==> config.mk <==
export PLATFORM = sky130hd
export DESIGN_NAME = pps_sequencer
export DESIGN_NICKNAME = d
export VERILOG_FILES = /design/src/common/pps_pkg.sv /design/src/common/pps_sync_if.sv /design/src/design/pps_sequencer.sv /design/src/design/pps_pin_sync.sv
export SDC_FILE = /design/constraint.sdc
export NUM_CORES = 1
export LEC_CHECK = 0
export ABC_AREA = 0
export ABC_CLOCK_PERIOD_IN_PS = 2600
export BUFFER_PORTS_ARGS = -buffer_cell sky130_fd_sc_hd__buf_2
export CAP_MARGIN = 20
export CORE_UTILIZATION = 45
export DETAILED_ROUTE_END_ITERATION = 10
export PLACE_DENSITY = 0.63
export SETUP_SLACK_MARGIN = 0.4
export SYNTH_ARGS = -nofsm -noshare
export SYNTH_HDL_FRONTEND = slang
export SYNTH_SLANG_ARGS = --single-unit
==> constraint.sdc <==
create_clock -name clock_in -period 2.6 [get_ports clock_in]
set_clock_uncertainty 0.1 [all_clocks]
set_input_delay 0.13 -clock clock_in [delete_from_list [all_inputs] [get_ports clock_in]]
set_output_delay 0.13 -clock clock_in [all_outputs]
set_load 0.02 [all_outputs]
==> src/common/pps_pkg.sv <==
// constants of the projector power sequencer: pin slots, states, timing
// assumes a 10 MHz core clock; times are kept in their own units
`default_nettype none
package pps_pkg;
  // ******************************************************
  // clock and times
  // ******************************************************
  localparam int CLK_MHZ = 10;
  localparam int BOOT_TIME_MS = 100;
  localparam int SETUP_TIME_US = 2750;
  localparam int PARK_TIME_MS = 20;
  localparam int FAST_PARK_TIME_US = 32;
  localparam int BOOT_CYCLES = BOOT_TIME_MS * 1000 * CLK_MHZ;
  localparam int SETUP_CYCLES = SETUP_TIME_US * CLK_MHZ;
  localparam int PARK_CYCLES = PARK_TIME_MS * 1000 * CLK_MHZ;
  localparam int FAST_PARK_CYCLES = FAST_PARK_TIME_US * CLK_MHZ;
  localparam int CNT_W = 20;

  // ******************************************************
  // synchronised pin slots
  // ******************************************************
  localparam int PIN_W = 5;
  localparam int PIN_RST = 0;
  localparam int PIN_PARK = 1;
  localparam int PIN_PROJ = 2;
  localparam int PIN_CRDY = 3;
  localparam int PIN_PWR = 4;
  localparam logic [PIN_W-1:0] PIN_INIT = 5'h02;

  // ******************************************************
  // sequencer states
  // ******************************************************
  typedef enum logic [3:0] {
    ST_RESET = 4'h0,
    ST_HOLD = 4'h1,
    ST_BOOT = 4'h2,
    ST_WAIT_COMP = 4'h3,
    ST_SETUP = 4'h4,
    ST_READY = 4'h5,
    ST_PARK = 4'h6,
    ST_FAST_PARK = 4'h7,
    ST_PARKED = 4'h8
  } pps_state_e;
endpackage
`default_nettype wire

==> src/common/pps_sync_if.sv <==
// carries the synchronised pin levels from the synchroniser to the sequencer
// assumes both ends run on the same core clock
`default_nettype none
interface pps_sync_if;
  import pps_pkg::*;
  logic [PIN_W-1:0] level;
  modport drv (output level);
  modport use_side (input level);
endinterface
`default_nettype wire

==> src/design/pps_sequencer.sv <==
// power-up, normal park and fast park sequencer of the display controller
// assumes pins arrive asynchronously and are synchronised here; one 10 MHz clock
`default_nettype none
module pps_sequencer
  import pps_pkg::*;
#(
  parameter int BOOT_CYC = BOOT_CYCLES,
  parameter int SETUP_CYC = SETUP_CYCLES,
  parameter int PARK_CYC = PARK_CYCLES
) (
  input wire logic clock_in,
  input wire logic resetn_in,
  input wire logic active_low_reset_in,
  input wire logic fast_park_request_n_in,
  input wire logic projector_power_request_in,
  input wire logic companion_ready_in,
  input wire logic core_power_good_in,
  output logic init_busy_out,
  output logic init_busy_oe_out,
  output logic bus_ready_out,
  output logic display_active_out,
  output logic mirror_park_out,
  output logic fast_park_active_out,
  output logic mirrors_parked_out,
  output logic companion_reset_n_out,
  output logic companion_setup_out,
  output logic io_drive_enable_out
);
  // ******************************************************
  // pin synchronisation
  // ******************************************************
  pps_sync_if pins_if ();

  pps_pin_sync u_sync (
    .clock_in (clock_in),
    .resetn_in (resetn_in),
    .raw_in ({core_power_good_in, companion_ready_in, projector_power_request_in,
              fast_park_request_n_in, active_low_reset_in}),
    .lvl_if (pins_if.drv)
  );

  logic rst_hi;
  logic park_hi;
  logic proj_hi;
  logic comp_rdy;
  logic pwr_ok;
  assign rst_hi = pins_if.level[PIN_RST];
  assign park_hi = pins_if.level[PIN_PARK];
  assign proj_hi = pins_if.level[PIN_PROJ];
  assign comp_rdy = pins_if.level[PIN_CRDY];
  assign pwr_ok = pins_if.level[PIN_PWR];

  localparam logic [CNT_W-1:0] BOOT_LAST = CNT_W'(BOOT_CYC - 1);
  localparam logic [CNT_W-1:0] SETUP_LAST = CNT_W'(SETUP_CYC - 1);
  localparam logic [CNT_W-1:0] PARK_LAST = CNT_W'(PARK_CYC - 1);
  localparam logic [CNT_W-1:0] FAST_LAST = CNT_W'(FAST_PARK_CYCLES - 1);
  // small slack over the fixed fast park length for the output pipeline
  localparam int FP_MAX = FAST_PARK_CYCLES + 2;

  pps_state_e state_r;
  pps_state_e state_nxt;
  logic [CNT_W-1:0] cnt_r;
  logic active_st;

  // ******************************************************
  // sequencing
  // ******************************************************
  // states in which the mirrors may be driven and a fault must park them
  assign active_st = (state_r == ST_BOOT) || (state_r == ST_WAIT_COMP) || (state_r == ST_SETUP) ||
                     (state_r == ST_READY) || (state_r == ST_PARK);

  always_comb begin
    state_nxt = state_r;
    if (!rst_hi) begin
      state_nxt = ST_RESET;
    end else if (active_st && !park_hi) begin
      state_nxt = ST_FAST_PARK;
    end else begin
      case (state_r)
        ST_RESET: begin
          // a low park request at release would block initialization
          state_nxt = park_hi ? ST_BOOT : ST_HOLD;
        end
        ST_HOLD: begin
          if (park_hi) begin
            state_nxt = ST_BOOT;
          end
        end
        ST_BOOT: begin
          if (cnt_r == BOOT_LAST) begin
            state_nxt = ST_WAIT_COMP;
          end
        end
        ST_WAIT_COMP: begin
          if (comp_rdy) begin
            state_nxt = ST_SETUP;
          end
        end
        ST_SETUP: begin
          if (cnt_r == SETUP_LAST) begin
            state_nxt = ST_READY;
          end
        end
        ST_READY: begin
          if (!proj_hi) begin
            state_nxt = ST_PARK;
          end
        end
        ST_PARK: begin
          if (cnt_r == PARK_LAST) begin
            state_nxt = ST_PARKED;
          end
        end
        ST_FAST_PARK: begin
          if (cnt_r == FAST_LAST) begin
            state_nxt = ST_PARKED;
          end
        end
        ST_PARKED: begin
          state_nxt = ST_PARKED;
        end
        default: begin
          state_nxt = ST_RESET;
        end
      endcase
    end
  end

  always_ff @(posedge clock_in) begin
    if (!resetn_in) begin
      state_r <= ST_RESET;
    end else begin
      state_r <= state_nxt;
    end
  end

  // one timer, restarted on every state change
  always_ff @(posedge clock_in) begin
    if (!resetn_in) begin
      cnt_r <= '0;
    end else if (state_nxt != state_r) begin
      cnt_r <= '0;
    end else begin
      cnt_r <= cnt_r + CNT_W'(1);
    end
  end

  // ******************************************************
  // registered outputs
  // ******************************************************
  always_ff @(posedge clock_in) begin
    if (!resetn_in) begin
      init_busy_out <= 1'h0;
      init_busy_oe_out <= 1'h0;
      io_drive_enable_out <= 1'h0;
    end else begin
      init_busy_out <= (state_r == ST_HOLD) || (state_r == ST_BOOT) ||
                       (state_r == ST_WAIT_COMP) || (state_r == ST_SETUP);
      // undriven in reset or without core power; the board pull-up wins
      init_busy_oe_out <= (state_r != ST_RESET) && pwr_ok;
      io_drive_enable_out <= (state_r != ST_RESET) && pwr_ok;
    end
  end

  always_ff @(posedge clock_in) begin
    if (!resetn_in) begin
      bus_ready_out <= 1'h0;
      display_active_out <= 1'h0;
      companion_reset_n_out <= 1'h0;
      companion_setup_out <= 1'h0;
    end else begin
      bus_ready_out <= (state_r == ST_READY);
      display_active_out <= (state_r == ST_READY) && proj_hi;
      companion_reset_n_out <= (state_r != ST_RESET) && (state_r != ST_HOLD);
      companion_setup_out <= (state_r == ST_SETUP);
    end
  end

  always_ff @(posedge clock_in) begin
    if (!resetn_in) begin
      mirror_park_out <= 1'h0;
      fast_park_active_out <= 1'h0;
      mirrors_parked_out <= 1'h0;
    end else begin
      mirror_park_out <= (state_r == ST_PARK);
      fast_park_active_out <= (state_r == ST_FAST_PARK);
      mirrors_parked_out <= (state_r == ST_PARKED);
    end
  end

  // ******************************************************
  // checks
  // ******************************************************
  logic [CNT_W-1:0] park_run_r;
  always_ff @(posedge clock_in) begin
    if (!resetn_in) begin
      park_run_r <= '0;
    end else if (mirror_park_out) begin
      park_run_r <= park_run_r + CNT_W'(1);
    end else begin
      park_run_r <= '0;
    end
  end

  a_busy_after_release: assert property (
    @(posedge clock_in) disable iff (!resetn_in)
    (state_r == ST_RESET && rst_hi && park_hi && pwr_ok) ##1 pwr_ok |=> init_busy_out && init_busy_oe_out)
    else $error("busy flag not driven high after reset release");

  a_reset_tristates_io: assert property (
    @(posedge clock_in) disable iff (!resetn_in)
    !rst_hi |=> ##1 (!init_busy_oe_out && !io_drive_enable_out && !bus_ready_out))
    else $error("outputs still driven while reset held");

  a_core_loss_hiz: assert property (
    @(posedge clock_in) disable iff (!resetn_in)
    !pwr_ok |=> (!init_busy_oe_out && !io_drive_enable_out))
    else $error("io outputs driven without core power");

  a_boot_ends: assert property (
    @(posedge clock_in) disable iff (!resetn_in)
    (state_r == ST_BOOT && cnt_r == BOOT_LAST && rst_hi && park_hi) |=> state_r == ST_WAIT_COMP)
    else $error("boot did not end at its length");

  a_ready_after_setup: assert property (
    @(posedge clock_in) disable iff (!resetn_in)
    $rose(bus_ready_out) |-> $past(companion_setup_out) && !init_busy_out)
    else $error("bus ready without companion setup");

  a_request_low_parks: assert property (
    @(posedge clock_in) disable iff (!resetn_in)
    (state_r == ST_READY && !proj_hi && rst_hi && park_hi) ##1 (rst_hi && park_hi)
    |=> mirror_park_out && !display_active_out)
    else $error("falling request did not start park");

  a_park_bounded: assert property (
    @(posedge clock_in) disable iff (!resetn_in)
    park_run_r <= CNT_W'(PARK_CYC))
    else $error("normal park longer than allowed");

  a_fast_overrides: assert property (
    @(posedge clock_in) disable iff (!resetn_in)
    (state_r == ST_PARK && !park_hi && rst_hi) |=> state_r == ST_FAST_PARK)
    else $error("fast park did not override normal park");

  a_fast_finishes: assert property (
    @(posedge clock_in) disable iff (!resetn_in)
    $rose(fast_park_active_out) |-> ##[1:FP_MAX] (mirrors_parked_out || !rst_hi))
    else $error("fast park not finished in time");

  a_parked_order: assert property (
    @(posedge clock_in) disable iff (!resetn_in)
    $rose(mirrors_parked_out) |-> $past(mirror_park_out || fast_park_active_out))
    else $error("parked without a park phase");

  a_display_on_request: assert property (
    @(posedge clock_in) disable iff (!resetn_in)
    (state_r == ST_READY && proj_hi) |=> display_active_out)
    else $error("display not active while request high");

  a_busy_low_done: assert property (
    @(posedge clock_in) disable iff (!resetn_in)
    (state_r == ST_SETUP && cnt_r == SETUP_LAST && rst_hi && park_hi)
    |=> ##1 (!init_busy_out && bus_ready_out))
    else $error("busy flag not low when setup done");

  a_hold_no_boot: assert property (
    @(posedge clock_in) disable iff (!resetn_in)
    (state_r == ST_HOLD && !park_hi) |=> (state_r == ST_HOLD || state_r == ST_RESET))
    else $error("boot started with park request low");

  a_wait_companion: assert property (
    @(posedge clock_in) disable iff (!resetn_in)
    (state_r == ST_WAIT_COMP && !comp_rdy && rst_hi && park_hi) |=> state_r == ST_WAIT_COMP)
    else $error("setup started before companion ready");

  a_fast_ends: assert property (
    @(posedge clock_in) disable iff (!resetn_in)
    (state_r == ST_FAST_PARK && cnt_r == FAST_LAST && rst_hi) |=> state_r == ST_PARKED)
    else $error("fast park did not end at its length");

  a_parked_stays: assert property (
    @(posedge clock_in) disable iff (!resetn_in)
    (state_r == ST_PARKED && rst_hi) |=> state_r == ST_PARKED)
    else $error("parked state left without reset");
endmodule
`default_nettype wire

==> src/design/pps_pin_sync.sv <==
// three-stage synchroniser for the asynchronous control pins
// a bit changes once the second and third stages agree
`default_nettype none
module pps_pin_sync
  import pps_pkg::*;
(
  input wire logic clock_in,
  input wire logic resetn_in,
  input wire logic [PIN_W-1:0] raw_in,
  pps_sync_if.drv lvl_if
);
  logic [PIN_W-1:0] s1_r;
  logic [PIN_W-1:0] s2_r;
  logic [PIN_W-1:0] s3_r;
  logic [PIN_W-1:0] lvl_r;
  logic [PIN_W-1:0] lvl_nxt;

  // first stage feeds only the second
  always_ff @(posedge clock_in) begin
    if (!resetn_in) begin
      s1_r <= PIN_INIT;
      s2_r <= PIN_INIT;
      s3_r <= PIN_INIT;
    end else begin
      s1_r <= raw_in;
      s2_r <= s1_r;
      s3_r <= s2_r;
    end
  end

  // disagreement keeps the old level
  assign lvl_nxt = (s2_r & ~(s2_r ^ s3_r)) | (lvl_r & (s2_r ^ s3_r));

  always_ff @(posedge clock_in) begin
    if (!resetn_in) begin
      lvl_r <= PIN_INIT;
    end else begin
      lvl_r <= lvl_nxt;
    end
  end

  assign lvl_if.level = lvl_r;
endmodule
`default_nettype wire

Word level (Yosys, flattened, before mapping) --
Index checks and enable logic that the tools add are counted.
Storage, ports and cells: register bits 53
Cells by class: reduce and logical (&&, ||, !) cells 15, $add $sub $neg 1, equal/unequal tests 14, bitwise gates (word level) 6, multiplexer cells 11
Operators with widths (number):
- $mux W4 | 9
- $pmux W4 S9 | 1
- $add A20 B1 Y20 const B | 1
- $eq A20 B15 Y1 const B | 1
- $eq A20 B18 Y1 const B | 1
- $eq A20 B20 Y1 const B | 1
- $eq A20 B9 Y1 const B | 1
- $eq A4 B3 Y1 const B | 4
- $and A5 B5 Y5 | 2
- $eq A4 B2 Y1 const B | 2
- $logic_or A1 B1 Y1 | 7
- $not A5 Y5 | 1
- $or A5 B5 Y5 | 1
- $xor A5 B5 Y5 | 1
- $eq A4 B1 Y1 const B | 1
- $eq A4 B4 Y1 const B | 1
- $logic_and A1 B1 Y1 | 4
- $logic_not A4 Y1 | 1
- $ne A4 B1 Y1 const B | 1
- $ne A4 B4 Y1 | 1
- $reduce_bool A4 Y1 | 1
- $mux W2 | 1
- $reduce_or A2 Y1 | 1
- $logic_not A1 Y1 | 1
- $not A1 Y1 | 1

Logic depth before layout (Yosys ltp) --
depth in word-level cells 10, gate-level depth with buffers 8, depth with buffers taken out 6

Modules after synthesis --
A second synthesis with hierarchy kept.
Unflattened totals: cells, all modules 265, area total of the unflattened synthesis 2502.4 µm²
By module, submodules not included:
- pps_sequencer | area an instance 1911.8 µm², seq. area each 660.6 µm², cells an instance 213, times used 1
- pps_pin_sync | area an instance 590.6 µm², seq. area each 400.4 µm², cells an instance 52, times used 1

Least setup slack after synthesis --
No wires, ideal clock.
path kind register -> register, from register cnt_r[7], to register cnt_r[0], buffers on the path 2, slack 578 ps, library setup time 128 ps, arrival 1794 ps, stages on the path, launching flop included 8, clock period less this slack 2022 ps, required time 2372 ps, cell sequence dfxtp_1 buf_6 or4_4 or3_1 o32ai_2 or4_4 buf_12 a211oi_2
Between the ends: word-level cells in the longest chain between the ends 7, elaborated cells between the ends (all ways) 13
Ends and longest elaborated chain:
- from (decl) | RTL line pps_sequencer.sv:62 | logic [CNT_W-1:0] cnt_r;
- from (signal assigned) | RTL line pps_sequencer.sv:144 | cnt_r <= cnt_r + CNT_W'(1);
- $eq A20 B9 Y1, or another cell as far along | RTL line pps_sequencer.sv:115 | if (cnt_r == FAST_LAST) begin
- $mux W4, on equally long branches
- $pmux W4 S9 (*) | RTL line pps_sequencer.sv:79 | case (state_r)
- $mux W4 (*) | RTL line pps_sequencer.sv:76 | end else if (active_st && !park_hi) begin
- $mux W4 (*) | RTL line pps_sequencer.sv:74 | if (!rst_hi) begin
- $ne A4 B4 Y1 (*) | RTL line pps_sequencer.sv:141 | end else if (state_nxt != state_r) begin
- $reduce_or A2 Y1 (no line) (*)
Mark *: on every way between the ends. The rest lies on a longest branch, timed or not. A chain may end at the register's enable or synchronous reset.

Worst setup path after layout --
from register cnt_r[12], to register cnt_r[6]
Same word-level chain as after synthesis.

==> reports/summary.txt <==
RSZ-0062 raised after global routing: true
# placed instances: 350
Top cell family by delay on the critical path: simple AND/OR/NAND/NOR gates
Pre-antenna DRT Iters: 4
Final nets: 301
Placer congestion estimate: 0.910
Leak: 1.06 nW
CTS tree: built
Antenna viol nets, final: 0
Post-DP HPWL: 3340 um
Post-Synthesis Cells: 274
Reg power frac: 58.5%
Max-cap violation count: 0
Routed len/inst: 14.3 um
F_max: 457 MHz
IO Count: 17
Core area: 5540 um2
Power share of the clock group: 33.7%
GRT Overall Usage: 17.7%
CP peak stage delay: 0.53 ns
Fin. max-slew vios: 0
GR Overflow Total: 0
Psw: 0.396 mW
Combinational power share: 7.7%
Worst-path maximum fanout: 10
Initial Utilization: 47.0%
Full die area: 6090 um2
Initial antenna violation count: 0
Post-synthesis cell area: 2600 um2
Avg Synthesized Cell Area: 9.50 um2
Tmin final: 2.19 ns
Arr. time, crit path: 2.29 ns
Most used cell, CP: or4_4
Vias per std cell: 5.57
Vias in the first global route: 1826
Top cell type's share of synthesized area: 40.8%
Input/output buffers: 16
Routed WL: 5240 um
Pint: 1.11 mW
Clock Latency Late Sink: 0.32 ns
VDD IR max: 0.000350 V
DRT iter0 DRCs: 117
Clk sinks: 53
Worst setup EP type: register
Number of buffers created by CTS: 5
Main flop type after synthesis: dfxtp_1
Largest cells by area after synthesis: dfxtp_1 (41%), a211oi_2 (10%), and2_1 (3.8%), xor2_1 (3.4%), nand2_1 (2.9%)
Sequential element share of the synthesized area: 40.8%
Worst path required time: 2.71 ns
Fillers: 534
Worst Setup Start Kind: register
Storage element area: 1060 um2
Yosys warns: 0
DIE WIDTH: 78.1 um
Worst Hold Class: input port to register
Worst path buffer plus inverter count: 0
Final TNS setup: 0 ns
Clk root buf: clkbuf_8
Slew HR: 61.4%
Final-report hold violation count: 0
Post-synth EDFFs: 0
DRC viols: 0
Critical Setup Path Class: register to register
Final hold slack: 0.0518 ns
Layout cells sized above 1: 24.5%
Area Growth Syn to Fin: 12.2%
Syn_nets: 282
Antenna cells: 0
Rows: 27
CTS clock-pin slew for the worst setup and hold paths: 0.10 ns
Period utilization: 84.1%
CP Cell Sequence: or4_4 > or3_1 > o32ai_2 > or4_4 > a211oi_2
First-pass GRT wire length: 8540 um
Max clock buf depth: 2
Most frequent cells in the layout: dfxtp_1 (51), a211oi_2 (21), nand2_1 (20)
Worst-margin pin slew: 0.573 ns
Commonest non-fill, non-tap cell in the layout: dfxtp_1
Switching power share of the total: 26.4%
Final setup fails: 0
P per Cell Area: 514 nW/um2
Largest net degree at the start of global routing: 23
Vias: 2037
Cell variety after synth: 49
Outcome: complete, no violations
CP max-delay cell: or4_4
Yosys top cell by area: dfxtp_1
CTS H-tree depth: 2
Asr flop ratio synth: 0%
Final std cells w/o fill: 366
Multi-input logic area: 1390 um2
Chip height: 78.1 um
Number of synthesized register bits: 53
[per-stage QoR]
| step | cell area, um2 | utilization [%] | power (mW) | setup slack (ns) |
|---|---|---|---|---|
| 2_1_floorplan | 2600 | - | 0.984 | 0.578 |
| 3_3_place_gp | 2710 | 48.9 | 1.00 | 0.377 |
| 3_5_place_dp | 2710 | 48.9 | 1.00 | 0.390 |
| 4_1_cts | 2880 | 52.0 | 1.52 | 0.406 |
| 5_1_grt | 2920 | 52.7 | 1.56 | 0.377 |
| 6_report | 2920 | 52.7 | 1.50 | 0.414 |
[kinds of logic (layout without fill, tap and decap cells)]
| kind of cell | Yosys count | in the layout | share of synthesized area (%) |
|---|---|---|---|
| AO/OA/AOI/OAI | 58 | 58 | 19.0 |
| XOR/XNOR | 18 | 18 | 6.06 |
| adder cells (fa/ha/maj) | 1 | 1 | 0.481 |
| buffers and inverters | 30 | 49 | 7.50 |
| flip-flops | 53 | 53 | 40.8 |
| multiplexers | 1 | 1 | 0.385 |
| AND/OR/NAND/NOR | 113 | 114 | 25.8 |
[cell usage after synthesis, types with 3 or more instances]
| cell | instances |
|---|---|
| xnor2_1 | 8 |
| or4_4 | 3 |
| or3_1 | 3 |
| nand4b_1 | 3 |
| a211oi_1 | 3 |
| and3_1 | 4 |
| and2_1 | 16 |
| a211oi_2 | 21 |
| clkbuf_1 | 10 |
| nor2_1 | 16 |
| nor4_1 | 3 |
| nand4_1 | 8 |
| nor3_1 | 7 |
| nand2_1 | 20 |
| a21oi_1 | 13 |
| buf_2 | 3 |
| o21ai_0 | 12 |
| xor2_1 | 10 |
| inv_1 | 7 |
| buf_6 | 5 |
| dfxtp_1 | 53 |
| nand2b_1 | 5 |
| nand3_1 | 7 |
[worst paths after layout]
| kind | start | to | slack (ns) | depth (start not counted) |
|---|---|---|---|---|
| max reg2reg | cnt_r[12] | cnt_r[6] | 0.41 | 5 |
| min reg2reg | u_sync.s1_r[1] | u_sync.s2_r[1] | 0.32 | 1 |
| max | cnt_r[12] | cnt_r[6] | 0.41 | 5 |
| min | resetn_in | u_sync.s2_r[1] | 0.05 | 2 |
[routing by layer]
metal / wire [um] / vias up / part of all wire (%) / global-route usage, %
met1: 2600 / 967 / 50 / 23.8
met4: 75 / 0 / 1.4 / 6.85
met2: 2350 / 45 / 45 / 27.6
met5: 0 / - / 0 / 0
met3: 209 / 7 / 4.0 / 3.84
li1: - / 1018 / - / -
[power groups by stage]
stage	combinational [mW]	clock, mW	sequential [mW]
after floorplan	0.0940	0	0.890
after global placement	0.104	0	0.898
after detailed placement	0.104	0	0.899
after CTS	0.114	0.524	0.881
after global routing	0.127	0.552	0.886
final	0.116	0.507	0.879
[area by class of cell]
type | count | area share [%]
multi-input cells | 192 | 47.5
flip-flops and latches | 53 | 36.4
repair buffers | 34 | 8.78
well taps | 72 | 3.08
clock buffers | 5 | 2.36
clock inverters | 3 | 0.985
inverters | 7 | 0.900
[sequential cells by signal (all words and copies together), names as in the netlist, 4 cells and up, named ones only]
name	count
state_r	4
u_sync.s3_r	5
cnt_r	20
u_sync.s1_r	5
u_sync.s2_r	5
[timing repair]
action	4_1_cts	5_1_grt
hold buffers	5	0
pin swaps	3	1
resized for setup	3	7
cloned	1	1
hold endpoints to repair	5	0
endpoints found under the setup margin	20	20
buffers inserted	0	1
Note: power is estimated with default switching activity, not from simulation.
